File: src/design/pot_cfg.svh
`ifndef POT_CFG_SVH
`define POT_CFG_SVH

// command opcodes carried in the low two bits of the command field
`define OP_WRITE      2'h0
`define OP_INC        2'h1
`define OP_DEC        2'h2
`define OP_READ       2'h3

// address map of the serial command space
`define ADDR_VW0      4'h0
`define ADDR_VW1      4'h1
`define ADDR_NW0      4'h2
`define ADDR_NW1      4'h3
`define ADDR_TC0      4'h4
`define ADDR_VW2      4'h6
`define ADDR_VW3      4'h7
`define ADDR_NW2      4'h8
`define ADDR_NW3      4'h9
`define ADDR_TC1      4'hA

// address kinds
`define KIND_VOL      2'h0
`define KIND_NV       2'h1
`define KIND_TERMINAL_CONTROL_REG     2'h2
`define KIND_NONE     2'h3

// terminal control nibble fields and reset value
`define TC_HW         3
`define TC_A          2
`define TC_W          1
`define TC_B          0
`define TC_RESET      4'hF

// default non-volatile wiper after an erase (mid scale of 8-bit part)
`define NV_WIPER_RST  10'h080
`define VW_RST        10'h000

// bit counts inside a frame, and the recall step count
`define DECODE_POS    5'h06
`define CMD_BITS      5'h08
`define FRAME_BITS    5'h10
`define RECALL_DONE   3'h4

`endif

File: src/design/pot_pkg.sv
package pot_pkg;
    typedef logic [9:0] wiper_t;
    typedef logic [3:0] terminal_control_reg_nib_t;
    typedef enum logic [1:0] {ST_RECALL, ST_IDLE, ST_ACTIVE, ST_FAULT} fsm_t;
endpackage

File: src/design/nv_mem_if.sv
`timescale 1ns/10ps
interface nv_mem_if;
    logic              wr_en;
    logic [1:0]        wr_addr;
    pot_pkg::wiper_t   wr_data;
    logic [1:0]        rd_addr;
    pot_pkg::wiper_t   rd_data;
    logic              lock_set;
    logic              lock_clr;
    logic [1:0]        lock_idx;
    logic [3:0]        lock;
    logic              erase;
    modport ctrl (output wr_en, wr_addr, wr_data, rd_addr, lock_set, lock_clr, lock_idx,
                  erase, input rd_data, lock);
    modport mem  (input wr_en, wr_addr, wr_data, rd_addr, lock_set, lock_clr, lock_idx,
                  erase, output rd_data, lock);
endinterface

File: src/design/bit_sync.sv
`timescale 1ns/10ps
module bit_sync #(
    parameter int           W       = 1,
    parameter logic [W-1:0] RST_VAL = '0
) (
    input  wire logic         clock,
    input  wire logic         reset_n,
    input  wire logic         clk_en,
    input  wire logic [W-1:0] din,
    output logic      [W-1:0] dout
);
    // ==========================================
    // two-stage synchroniser per bit
    genvar i;
    generate
        for (i = 0; i < W; i++) begin : g_bit
            logic meta_q;
            // first stage feeds only the second stage
            always_ff @(posedge clock or negedge reset_n) begin
                if (!reset_n) begin
                    meta_q  <= RST_VAL[i];
                    dout[i] <= RST_VAL[i];
                end else if (clk_en) begin
                    meta_q  <= din[i];
                    dout[i] <= meta_q;
                end
            end
        end
    endgenerate
endmodule // bit_sync

File: src/design/nv_store.sv
`timescale 1ns/10ps
`include "pot_cfg.svh"
module nv_store (
    input  wire logic clock,
    input  wire logic clk_en,
    nv_mem_if.mem     mif
);
    import pot_pkg::*;

    // ==========================================
    // non-volatile wipers and lock bits
    // no reset on purpose: contents outlive reset like a real eeprom
    wiper_t     mem_q [4];
    logic [3:0] lock_q;

    // word storage with synchronous erase to defaults
    always_ff @(posedge clock) begin
        if (clk_en) begin
            if (mif.erase) begin
                for (int k = 0; k < 4; k++) begin
                    mem_q[k] <= `NV_WIPER_RST;
                end
            end else if (mif.wr_en) begin
                mem_q[mif.wr_addr] <= mif.wr_data;
            end
        end
    end

    // lock bits, changed only by the controller's high-voltage path or cleared by erase
    always_ff @(posedge clock) begin
        if (clk_en) begin
            if (mif.erase) begin
                lock_q <= 4'h0;
            end else if (mif.lock_set) begin
                lock_q[mif.lock_idx] <= 1'b1;
            end else if (mif.lock_clr) begin
                lock_q[mif.lock_idx] <= 1'b0;
            end
        end
    end

    // registered read port
    always_ff @(posedge clock) begin
        if (clk_en) begin
            mif.rd_data <= mem_q[mif.rd_addr];
        end
    end

    assign mif.lock = lock_q;
endmodule // nv_store

File: src/design/quad_pot_wiper_terminal_ctrl.sv
// Function
// - above full scale acts full, steps ignored
// - four lock bits, one per network
// - locked network ignores wiper and terminal writes
// - lock changes only by high-voltage command or erase
// - lock state survives reset untouched
// - reset reloads volatile wipers from non-volatile
// - terminal register connects A, B, wiper
// - force low: A open, wiper to B
// - forced shutdown overrides but keeps connect bits
// - shutdown never alters wipers; release restores position
// - slave only, host supplies serial clock
// - mode from clock level at select start
// - eight or sixteen bits framed by select
// - input bit captured on clock rise
// - output bit changes on clock fall
// - output driven while selected, content per position
// - select release resets interface, ignores activity
// - address field and opcode decode, steps volatile only
// - six high bits, then error bit seventh
// - error drives low, held until release
`timescale 1ns/10ps
`include "pot_cfg.svh"
module quad_pot_wiper_terminal_ctrl #(
    parameter int WIPER_BITS = 8
) (
    input  wire logic                 clock,
    input  wire logic                 reset_n,
    input  wire logic                 clk_en,
    input  wire logic                 spi_sck,
    input  wire logic                 spi_sdi,
    input  wire logic                 spi_cs_n,
    input  wire logic                 high_voltage_level,
    input  wire logic                 nv_erase,
    output logic                      spi_sdo,
    output logic                      spi_sdo_oe,
    output pot_pkg::wiper_t [3:0]     wiper_code,
    output pot_pkg::wiper_t [3:0]     wiper_tap,
    output logic [3:0]                term_a_connect,
    output logic [3:0]                term_w_connect,
    output logic [3:0]                term_b_connect,
    output logic [3:0]                wiper_b_short,
    output pot_pkg::terminal_control_reg_nib_t [3:0]  terminal_control_reg,
    output logic [3:0]                network_lock_bit,
    output logic                      command_error_flag,
    output logic                      recall_busy,
    output logic                      spi_mode_11
);
    import pot_pkg::*;

    localparam wiper_t FULL_SCALE = wiper_t'(1 << WIPER_BITS);

    // ==========================================
    // decode helpers
    function automatic logic [1:0] addr_kind(input logic [3:0] a);
        case (a)
            `ADDR_VW0, `ADDR_VW1, `ADDR_VW2, `ADDR_VW3: addr_kind = `KIND_VOL;
            `ADDR_NW0, `ADDR_NW1, `ADDR_NW2, `ADDR_NW3: addr_kind = `KIND_NV;
            `ADDR_TC0, `ADDR_TC1:                       addr_kind = `KIND_TERMINAL_CONTROL_REG;
            default:                                    addr_kind = `KIND_NONE;
        endcase
    endfunction

    // network index; a terminal register reports its lower network
    function automatic logic [1:0] addr_net(input logic [3:0] a);
        case (a)
            `ADDR_VW0, `ADDR_NW0, `ADDR_TC0: addr_net = 2'h0;
            `ADDR_VW1, `ADDR_NW1:            addr_net = 2'h1;
            `ADDR_VW2, `ADDR_NW2, `ADDR_TC1: addr_net = 2'h2;
            default:                         addr_net = 2'h3;
        endcase
    endfunction

    // legal command: steps on volatile, or high-voltage on non-volatile
    function automatic logic cmd_ok(input logic [3:0] a, input logic [1:0] op,
                                    input logic hv);
        logic [1:0] k;
        k = addr_kind(a);
        if (k == `KIND_NONE) begin
            cmd_ok = 1'b0;
        end else if (op == `OP_INC || op == `OP_DEC) begin
            cmd_ok = (k == `KIND_VOL) || (k == `KIND_NV && hv);
        end else begin
            cmd_ok = 1'b1;
        end
    endfunction

    // saturating step; codes above full scale never move
    function automatic wiper_t step_wiper(input wiper_t w, input logic up);
        if (w > FULL_SCALE) begin
            step_wiper = w;
        end else if (up && w < FULL_SCALE) begin
            step_wiper = w + 10'h001;
        end else if (!up && w != 10'h000) begin
            step_wiper = w - 10'h001;
        end else begin
            step_wiper = w;
        end
    endfunction

    // ==========================================
    // pin synchronisers and edge finding
    // the serial clock is sampled, not used as a clock: slave only
    logic       cs_n_s, sck_s, sdi_s, hv_s;
    logic       sck_prev_q, cs_prev_q;
    logic       sck_rise, sck_fall, cs_start;

    bit_sync #(
        .W       (4),
        .RST_VAL (4'h8)
    ) u_sync (
        .clock   (clock),
        .reset_n (reset_n),
        .clk_en  (clk_en),
        .din     ({spi_cs_n, spi_sck, spi_sdi, high_voltage_level}),
        .dout    ({cs_n_s, sck_s, sdi_s, hv_s})
    );

    // previous levels for edge detection
    always_ff @(posedge clock or negedge reset_n) begin
        if (!reset_n) begin
            sck_prev_q <= 1'b0;
            cs_prev_q  <= 1'b1;
        end else if (clk_en) begin
            sck_prev_q <= sck_s;
            cs_prev_q  <= cs_n_s;
        end
    end

    assign sck_rise = sck_s & ~sck_prev_q;
    assign sck_fall = ~sck_s & sck_prev_q;
    assign cs_start = cs_prev_q & ~cs_n_s;

    // ==========================================
    // non-volatile store
    nv_mem_if mif ();

    nv_store u_nv (
        .clock  (clock),
        .clk_en (clk_en),
        .mif    (mif)
    );

    // ==========================================
    // frame state
    fsm_t          state_q;
    logic [2:0]    recall_cnt_q;
    logic [4:0]    bit_cnt_q;
    logic [15:0]   shift_q;
    logic [5:0]    cmd_q;
    logic          hv_q;
    logic          mode_q;
    logic [1:0]    rd_pipe_q;
    wiper_t        rd_val_q;
    logic          sdo_q;
    wiper_t        vw_q [4];
    terminal_control_reg_nib_t     terminal_control_reg_q [4];

    logic          frame_rise, at_decode, err_now, at_end8, at_end16;
    logic          wr_fire, step_fire, recall_ld;
    logic [4:0]    bits_next;
    logic [15:0]   shift_next;
    logic [3:0]    cur_addr, cmd_addr;
    logic [1:0]    cur_op, cmd_op, cmd_kind, cmd_net, recall_idx;
    wiper_t        wr_data;

    assign frame_rise = (state_q == ST_ACTIVE) && sck_rise;
    assign bits_next  = bit_cnt_q + 5'h01;
    assign shift_next = {shift_q[14:0], sdi_s};
    assign cur_addr   = shift_next[5:2];
    assign cur_op     = shift_next[1:0];
    assign cmd_addr   = cmd_q[5:2];
    assign cmd_op     = cmd_q[1:0];
    assign cmd_kind   = addr_kind(cmd_addr);
    assign cmd_net    = addr_net(cmd_addr);
    assign at_decode  = frame_rise && (bits_next == `DECODE_POS);
    assign err_now    = at_decode && !cmd_ok(cur_addr, cur_op, hv_q);
    // steps end after the command byte, reads and writes after two bytes
    assign at_end8    = frame_rise && (bits_next == `CMD_BITS) &&
                        (cmd_op == `OP_INC || cmd_op == `OP_DEC);
    assign at_end16   = frame_rise && (bits_next == `FRAME_BITS) &&
                        (cmd_op == `OP_READ || cmd_op == `OP_WRITE);
    assign wr_fire    = at_end16 && (cmd_op == `OP_WRITE);
    assign step_fire  = at_end8;
    assign wr_data    = shift_next[9:0];
    assign recall_ld  = (state_q == ST_RECALL) && (recall_cnt_q != 3'h0);
    assign recall_idx = 2'(recall_cnt_q - 3'h1);

    // main sequencer
    always_ff @(posedge clock or negedge reset_n) begin
        if (!reset_n) begin
            state_q <= ST_RECALL;
        end else if (clk_en) begin
            case (state_q)
                ST_RECALL: begin
                    if (recall_cnt_q == `RECALL_DONE) begin
                        state_q <= ST_IDLE;
                    end
                end
                ST_IDLE: begin
                    if (cs_start) begin
                        state_q <= ST_ACTIVE;
                    end
                end
                ST_ACTIVE: begin
                    if (cs_n_s) begin
                        state_q <= ST_IDLE;
                    end else if (err_now) begin
                        state_q <= ST_FAULT;
                    end
                end
                ST_FAULT: begin
                    if (cs_n_s) begin
                        state_q <= ST_IDLE;
                    end
                end
                default: state_q <= ST_IDLE;
            endcase
        end
    end

    // recall counter walks the four stored wipers after reset
    always_ff @(posedge clock or negedge reset_n) begin
        if (!reset_n) begin
            recall_cnt_q <= 3'h0;
        end else if (clk_en && state_q == ST_RECALL && recall_cnt_q != `RECALL_DONE) begin
            recall_cnt_q <= recall_cnt_q + 3'h1;
        end
    end

    // frame-start capture of clock mode and select voltage level
    always_ff @(posedge clock or negedge reset_n) begin
        if (!reset_n) begin
            mode_q <= 1'b0;
            hv_q   <= 1'b0;
        end else if (clk_en && state_q == ST_IDLE && cs_start) begin
            mode_q <= sck_s;
            hv_q   <= hv_s;
        end
    end

    // bit counter and shifter; back-to-back commands restart at zero
    always_ff @(posedge clock or negedge reset_n) begin
        if (!reset_n) begin
            bit_cnt_q <= 5'h00;
            shift_q   <= 16'h0000;
        end else if (clk_en) begin
            if (state_q != ST_ACTIVE || cs_n_s) begin
                bit_cnt_q <= 5'h00;
                shift_q   <= 16'h0000;
            end else if (frame_rise) begin
                shift_q   <= shift_next;
                bit_cnt_q <= (at_end8 || at_end16) ? 5'h00 : bits_next;
            end
        end
    end

    // command field latched once address and opcode are in
    always_ff @(posedge clock or negedge reset_n) begin
        if (!reset_n) begin
            cmd_q <= 6'h00;
        end else if (clk_en && at_decode) begin
            cmd_q <= shift_next[5:0];
        end
    end

    // read data capture; the store answers two cycles after decode
    always_ff @(posedge clock or negedge reset_n) begin
        if (!reset_n) begin
            rd_pipe_q <= 2'h0;
            rd_val_q  <= 10'h000;
        end else if (clk_en) begin
            rd_pipe_q <= {rd_pipe_q[0],
                          at_decode && cur_op == `OP_READ && addr_kind(cur_addr) == `KIND_NV};
            if (at_decode && cur_op == `OP_READ) begin
                case (addr_kind(cur_addr))
                    `KIND_VOL:  rd_val_q <= vw_q[addr_net(cur_addr)];
                    `KIND_TERMINAL_CONTROL_REG: rd_val_q <= {2'b01, terminal_control_reg_q[addr_net(cur_addr) | 2'h1],
                                             terminal_control_reg_q[addr_net(cur_addr)]};
                    default:    rd_val_q <= 10'h000;
                endcase
            end else if (rd_pipe_q[1]) begin
                rd_val_q <= mif.rd_data;
            end
        end
    end

    // serial output, moved on falling clock edges, set high at frame start and low in fault
    always_ff @(posedge clock or negedge reset_n) begin
        if (!reset_n) begin
            sdo_q <= 1'b1;
        end else if (clk_en) begin
            if (state_q == ST_IDLE && cs_start) begin
                sdo_q <= 1'b1;
            end else if (state_q == ST_FAULT) begin
                sdo_q <= 1'b0;
            end else if (state_q == ST_ACTIVE && sck_fall) begin
                if (bit_cnt_q < `DECODE_POS) begin
                    sdo_q <= 1'b1;
                end else if (bit_cnt_q == `DECODE_POS) begin
                    sdo_q <= 1'b1;
                end else if (cmd_op == `OP_READ) begin
                    sdo_q <= rd_val_q[4'(5'h0F - bit_cnt_q)];
                end else begin
                    sdo_q <= 1'b1;
                end
            end
        end
    end

    // driven whenever select is low once recall is over
    assign spi_sdo_oe = ~cs_n_s && (state_q != ST_RECALL);
    assign spi_sdo    = sdo_q;

    // ==========================================
    // store access: writes and lock changes
    assign mif.rd_addr  = (state_q == ST_RECALL) ? recall_cnt_q[1:0] : cmd_net;
    assign mif.wr_en    = wr_fire && cmd_kind == `KIND_NV && !mif.lock[cmd_net];
    assign mif.wr_addr  = cmd_net;
    assign mif.wr_data  = wr_data;
    // high-voltage step on a stored wiper address: decrement locks
    assign mif.lock_set = step_fire && hv_q && cmd_kind == `KIND_NV &&
                          cmd_op == `OP_DEC;
    assign mif.lock_clr = step_fire && hv_q && cmd_kind == `KIND_NV &&
                          cmd_op == `OP_INC;
    assign mif.lock_idx = cmd_net;
    assign mif.erase    = nv_erase;

    // ==========================================
    // per-network wiper and terminal state
    genvar n;
    generate
        for (n = 0; n < 4; n++) begin : g_net
            localparam logic [1:0] NI = 2'(n);
            logic hit, tc_hit, locked, hw;

            assign locked = mif.lock[NI];
            assign hit    = (cmd_net == NI) && (cmd_kind == `KIND_VOL);
            assign tc_hit = (cmd_kind == `KIND_TERMINAL_CONTROL_REG) && (cmd_net == (NI & 2'h2));
            assign hw     = terminal_control_reg_q[n][`TC_HW];

            // volatile wiper: recall, write or step; shutdown never touches it
            always_ff @(posedge clock or negedge reset_n) begin
                if (!reset_n) begin
                    vw_q[n] <= `VW_RST;
                end else if (clk_en) begin
                    if (recall_ld && recall_idx == NI) begin
                        vw_q[n] <= mif.rd_data;
                    end else if (hit && !locked && wr_fire) begin
                        vw_q[n] <= wr_data;
                    end else if (hit && !locked && step_fire) begin
                        vw_q[n] <= step_wiper(vw_q[n], cmd_op == `OP_INC);
                    end
                end
            end

            // terminal control nibble; locked networks keep their bits
            always_ff @(posedge clock or negedge reset_n) begin
                if (!reset_n) begin
                    terminal_control_reg_q[n] <= `TC_RESET;
                end else if (clk_en && tc_hit && wr_fire && !locked) begin
                    terminal_control_reg_q[n] <= NI[0] ? wr_data[7:4] : wr_data[3:0];
                end
            end

            // terminal switches; forcing overrides without clearing bits
            always_ff @(posedge clock or negedge reset_n) begin
                if (!reset_n) begin
                    term_a_connect[n] <= 1'b1;
                    term_w_connect[n] <= 1'b1;
                    term_b_connect[n] <= 1'b1;
                    wiper_b_short[n]  <= 1'b0;
                end else if (clk_en) begin
                    term_a_connect[n] <= hw & terminal_control_reg_q[n][`TC_A];
                    term_w_connect[n] <= ~hw | terminal_control_reg_q[n][`TC_W];
                    term_b_connect[n] <= ~hw | terminal_control_reg_q[n][`TC_B];
                    wiper_b_short[n]  <= ~hw;
                end
            end

            // tap position: anything above full scale sits at full scale
            always_ff @(posedge clock or negedge reset_n) begin
                if (!reset_n) begin
                    wiper_tap[n] <= `VW_RST;
                end else if (clk_en) begin
                    wiper_tap[n] <= (vw_q[n] > FULL_SCALE) ? FULL_SCALE : vw_q[n];
                end
            end

            assign wiper_code[n]           = vw_q[n];
            assign terminal_control_reg[n] = terminal_control_reg_q[n];
        end
    endgenerate

    // ==========================================
    // status
    // lock bits come straight from the store, which reset leaves alone
    assign network_lock_bit   = mif.lock;
    assign command_error_flag = (state_q == ST_FAULT);
    assign recall_busy        = (state_q == ST_RECALL);
    assign spi_mode_11        = mode_q;
endmodule // quad_pot_wiper_terminal_ctrl

File: config.mk
export PLATFORM = sky130hd
export DESIGN_NAME = quad_pot_wiper_terminal_ctrl
export DESIGN_NICKNAME = d
export VERILOG_FILES = /design/src/design/pot_pkg.sv /design/src/design/nv_mem_if.sv /design/src/design/bit_sync.sv /design/src/design/nv_store.sv /design/src/design/quad_pot_wiper_terminal_ctrl.sv
export VERILOG_INCLUDE_DIRS = /design/src /design/src/design
export SDC_FILE = /design/constraint.sdc
export NUM_CORES = 1
export LEC_CHECK = 0
export BUFFER_PORTS_ARGS = -buffer_cell sky130_fd_sc_hd__buf_2
export CORE_MARGIN = 4
export CORE_UTILIZATION = 60
export CTS_CLUSTER_DIAMETER = 80
export DETAILED_ROUTE_END_ITERATION = 8
export MAX_ROUTING_LAYER = met4
export PLACE_DENSITY = 0.91
export REMOVE_ABC_BUFFERS = 1
export SLEW_MARGIN = 20
export SYNTH_ARGS = -nofsm -noshare
export SYNTH_HDL_FRONTEND = slang
export SYNTH_SLANG_ARGS = --single-unit
export TNS_END_PERCENT = 10
File: constraint.sdc
create_clock -name clock -period 6 [get_ports clock]
set_input_delay 0.3 -clock clock [delete_from_list [all_inputs] [get_ports clock]]
set_output_delay 0.3 -clock clock [all_outputs]
set_load 0.05 [all_outputs]
==> qor_table.md <==
| Metric | Value | Unit |
| --- | --- | --- |
| Outcome | finished, final reports clean | - |
| Number of warnings reported in the yosys synthesis log | 0 | - |
| Tightest Hold Check Type | in -> reg | - |
| Number of antenna violations at the first check in global routing | 0 | - |
| Area of the core region | 19800 | um^2 |
| Final slew viol count | 0 | - |
| Ys async rst share | 75.0 | % |
| Critical path data required time | 6170 | ps |
| Pre-antenna DRT Iters | 8 | - |
| Net switching share of the total power | 45.4 | % |
| Clock period minus final worst setup slack | 4030 | ps |
| Initial cell density of the core | 61.8 | % |
| Post-synth cell types | 81 | - |
| Clock network latency to the later pin of the worst-skew pair | 530 | ps |
| Root buf cell | sky130_fd_sc_hd__clkbuf_16 | - |
| Filler instances | 1438 | - |
| Number of global-route vias before repair | 9895 | - |
| Crit. End Element | flop | - |
| Sequence of cells on the critical path | ha_1, xnor2_1, nand3_2, nor3_1, and3_1, and3b_1, nand2b_1 | - |
| Worst hold margin | 10.6 | ps |
| Remaining Overflow, GRT | 0 | - |
| Number of input and output port buffers inserted | 128 | - |
| Wirelength, routed | 34700 | um |
| Clock H-tree levels | 1 | - |
| Sequential area share after synthesis | 46.7 | % |
| Max rail drop VDD | 255 | uV |
| Part of the total power dissipated in combinational logic | 48.4 | % |
| Internal Dissipation | 4030 | uW |
| Violation count after the first detailed-route iteration | 1105 | - |
| Ant. Diodes | 0 | - |
| Setup clock skew after layout | 14.5 | ps |
| First-pass GRT wire length | 54300 | um |
| Share of total power in sequential cells | 31.1 | % |
| Number of routed nets with antenna violations | 0 | - |
| Tcrit/Tclk final | 67.2 | % |
| Count of maximum capacitance violations | 0 | - |
| Width of the die | 151 | um |
| Net load switching power | 3350 | uW |
| Setup tns final | 0 | ps |
| Post-DR wirelength/cell | 22.1 | um |
| Max clock buf depth | 3 | - |
| Final layout net count | 1347 | - |
| Die Y | 151 | um |
| Worst path arrival time | 4200 | ps |
| Slew headroom | 26.4 | % |
| Slew at the pin closest to its max-slew limit | 1100 | ps |
| Type of the worst setup path | reg -> reg | - |
| Crit-path max cell delay | 820 | ps |
| Clock net sink count | 216 | - |
| Estimated wirelength of the detail-placed design | 23200 | um |
| TritonCTS clock tree | built | - |
| DRC errors left | 0 | - |
| Cell Area, Synth | 12200 | um^2 |
| Global router's overall resource usage | 31.3 | % |
| Hold violation total from the final report | 0 | - |
| Commonest cells after routing, fill and taps aside | 130 x sky130_fd_sc_hd__dfrtp_1, 126 x sky130_fd_sc_hd__buf_2, 113 x sky130_fd_sc_hd__nand2_1 | - |
| Layout area overhead | 13.3 | % |
| Most frequent standard cell in the layout excluding fill and tap cells | sky130_fd_sc_hd__dfrtp_1 | - |
| Clock transition time at the flip-flop clock pins of the worst setup and hold paths | 60 | ps |
| Per-instance average area after synthesis | 10.3 | um^2 |
| Part of the total power dissipated in the clock network | 20.5 | % |
| Via-per-instance ratio | 6.62 | - |
| Most common flop cell mapped by yosys | sky130_fd_sc_hd__dfrtp_1 | - |
| Maximum net fanout on the critical path | 34 | - |
| Peak Freq | 248 | MHz |
| I/O pins | 129 | - |
| Largest net degree at the start of global routing | 101 | - |
| Ratio of cells with drive above 1 in the final layout | 21.9 | % |
| Register bit count reported by yosys | 216 | - |
| Synthesized netlist cell count | 1185 | - |
| Std cell rows | 51 | - |
| Global placer's final weighted congestion | 0.965 | - |
| CTS buffer count | 24 | - |
| Crit start category | flop | - |
| Area enclosed by the die boundary | 22700 | um^2 |
| Total number of vias | 10400 | - |
| Ratio of total power to cell area | 533 | nW/um^2 |
| Number of synthesized flops with an enable pin | 54 | - |
| Leakage | 0.00614 | uW |
| RSZ-0062 raised after global routing | false | - |
| Cell with the biggest individual delay on the critical path | sky130_fd_sc_hd__and3_1 | - |
| Setup Viol. Count Final | 0 | - |
==> metal layers <==
metal	track usage (%)	part of all wire [%]	vias up
li1	-	-	4560
met1	41.7	39	5008
met2	47.2	45	661
met3	5.75	11	158
met4	14.4	5.5	0
met5	-	0	-
==> timing repair <==
action	in CTS	in global routing
endpoints found under the hold margin	86	0
hold buffers	4	0
endpoints found under the setup margin	0	0
gates resized for setup	0	0
setup buffers	0	0
==> kinds of logic after synthesis <==
group	share of synthesized area, %
AND/OR/NAND/NOR	15.2
XOR/XNOR	2.36
AO/OA/AOI/OAI	18.4
flip-flops	46.7
buffers and inverters	3.69
adder cells (fa/ha/maj)	5.77
multiplexers	7.91
==> critical path, delay by kind of cell (launching register included) <==
family | cells | cell delay [ps]
simple gates | 5 | 2350
flops | 1 | 540
fa+ha+maj | 1 | 390
xor+xnor | 1 | 380
==> Yosys cell counts, types with 4 or more instances <==
| library cell | instances | share of area [%] |
|---|---|---|
| sky130_fd_sc_hd__clkbuf_1 | 44 | 1.4 |
| sky130_fd_sc_hd__dfstp_2 | 32 | 6.9 |
| sky130_fd_sc_hd__mux2i_1 | 19 | 1.6 |
| sky130_fd_sc_hd__xnor2_1 | 16 | 1.1 |
| sky130_fd_sc_hd__nor3_1 | 20 | 0.82 |
| sky130_fd_sc_hd__nand2_1 | 113 | 3.5 |
| sky130_fd_sc_hd__ha_1 | 50 | 5.1 |
| sky130_fd_sc_hd__o21ai_0 | 83 | 3.4 |
| sky130_fd_sc_hd__fa_1 | 4 | 0.65 |
| sky130_fd_sc_hd__and3_1 | 30 | 1.5 |
| sky130_fd_sc_hd__mux4_2 | 19 | 3.5 |
| sky130_fd_sc_hd__o21a_1 | 9 | 0.55 |
| sky130_fd_sc_hd__xor2_1 | 17 | 1.2 |
| sky130_fd_sc_hd__edfxtp_1 | 54 | 13 |
| sky130_fd_sc_hd__a31oi_1 | 14 | 0.72 |
| sky130_fd_sc_hd__or3_1 | 5 | 0.26 |
| sky130_fd_sc_hd__nand2b_1 | 9 | 0.46 |
| sky130_fd_sc_hd__o31ai_1 | 11 | 0.68 |
| sky130_fd_sc_hd__a221oi_1 | 5 | 0.36 |
| sky130_fd_sc_hd__or4_1 | 7 | 0.43 |
| sky130_fd_sc_hd__a21oi_1 | 54 | 2.2 |
| sky130_fd_sc_hd__nor4_1 | 5 | 0.26 |
| sky130_fd_sc_hd__a22oi_1 | 6 | 0.37 |
| sky130_fd_sc_hd__nand3_1 | 20 | 0.82 |
| sky130_fd_sc_hd__nor2_1 | 100 | 3.1 |
| sky130_fd_sc_hd__nor2b_1 | 16 | 0.82 |
| sky130_fd_sc_hd__a21o_1 | 18 | 1.1 |
| sky130_fd_sc_hd__a211oi_1 | 19 | 1.2 |
| sky130_fd_sc_hd__buf_2 | 10 | 0.41 |
| sky130_fd_sc_hd__mux2_2 | 31 | 2.9 |
| sky130_fd_sc_hd__o22ai_1 | 8 | 0.41 |
| sky130_fd_sc_hd__a211o_1 | 4 | 0.29 |
| sky130_fd_sc_hd__a22o_1 | 41 | 2.9 |
| sky130_fd_sc_hd__dfrtp_1 | 130 | 27 |
| sky130_fd_sc_hd__o211ai_1 | 13 | 0.80 |
| sky130_fd_sc_hd__inv_1 | 40 | 1.2 |
| sky130_fd_sc_hd__nand4_1 | 4 | 0.20 |
| sky130_fd_sc_hd__and2_1 | 27 | 1.4 |
| sky130_fd_sc_hd__buf_1 | 7 | 0.21 |
| sky130_fd_sc_hd__o21bai_1 | 5 | 0.31 |
==> worst paths after layout <==
path	from	endpoint	slack (ps)	depth (start not counted)
setup reg to reg	bit_cnt_q[0]$_DFFE_PN0P_	u_nv.mem_q[1][4]$_SDFFCE_PN0P_	1970	7
min in group asynchronous	reset_n	wiper_tap[34]$_DFFE_PN0P_	440	2
hold / removal	spi_sck	u_sync.g_bit[2].meta_q$_DFFE_PN0P_	10	2
hold reg to reg	term_a_connect[0]$_DFFE_PN1P_	term_a_connect[0]$_DFFE_PN1P_	470	2
setup / recovery	bit_cnt_q[0]$_DFFE_PN0P_	u_nv.mem_q[1][4]$_SDFFCE_PN0P_	1970	7
max in group asynchronous	reset_n	wiper_code[10]$_DFFE_PN0P_	4180	3
==> final cells by class <==
cell class	count	area, um^2	share of cell area (%)
multi-input cells	861	6080	43.9
clock inverters	10	140	1.01
inverters	41	154	1.11
clock buffers	34	672	4.85
well taps	265	332	2.39
flip-flops and latches	216	5720	41.3
repair buffers	141	757	5.46
==> power groups by stage <==
stage,Clock [uW],Sequential (uW),Combinational [uW]
after floorplan,0,2910,1990
after global placement,0,2280,3410
after detailed placement,0,2290,3500
after CTS,1530,2270,3540
after global routing,1600,2320,3870
final,1510,2290,3570
==> through the flow <==
stage / util [%] / std cells / worst slack, ps / cell area, um^2 / total power, uW
6_report: 70.0 / 1568 / 1970 / 13900 / 7380
5_1_grt: 70.0 / 1568 / 1570 / 13900 / 7790
4_1_cts: 69.9 / 1568 / 2020 / 13800 / 7340
3_5_place_dp: 65.6 / 1520 / 2040 / 13000 / 5790
3_3_place_gp: 65.6 / 1520 / 2370 / 13000 / 5690
2_1_floorplan: - / 1118 / 2820 / 11900 / 4900
Note: power is estimated with default switching activity, not from simulation.
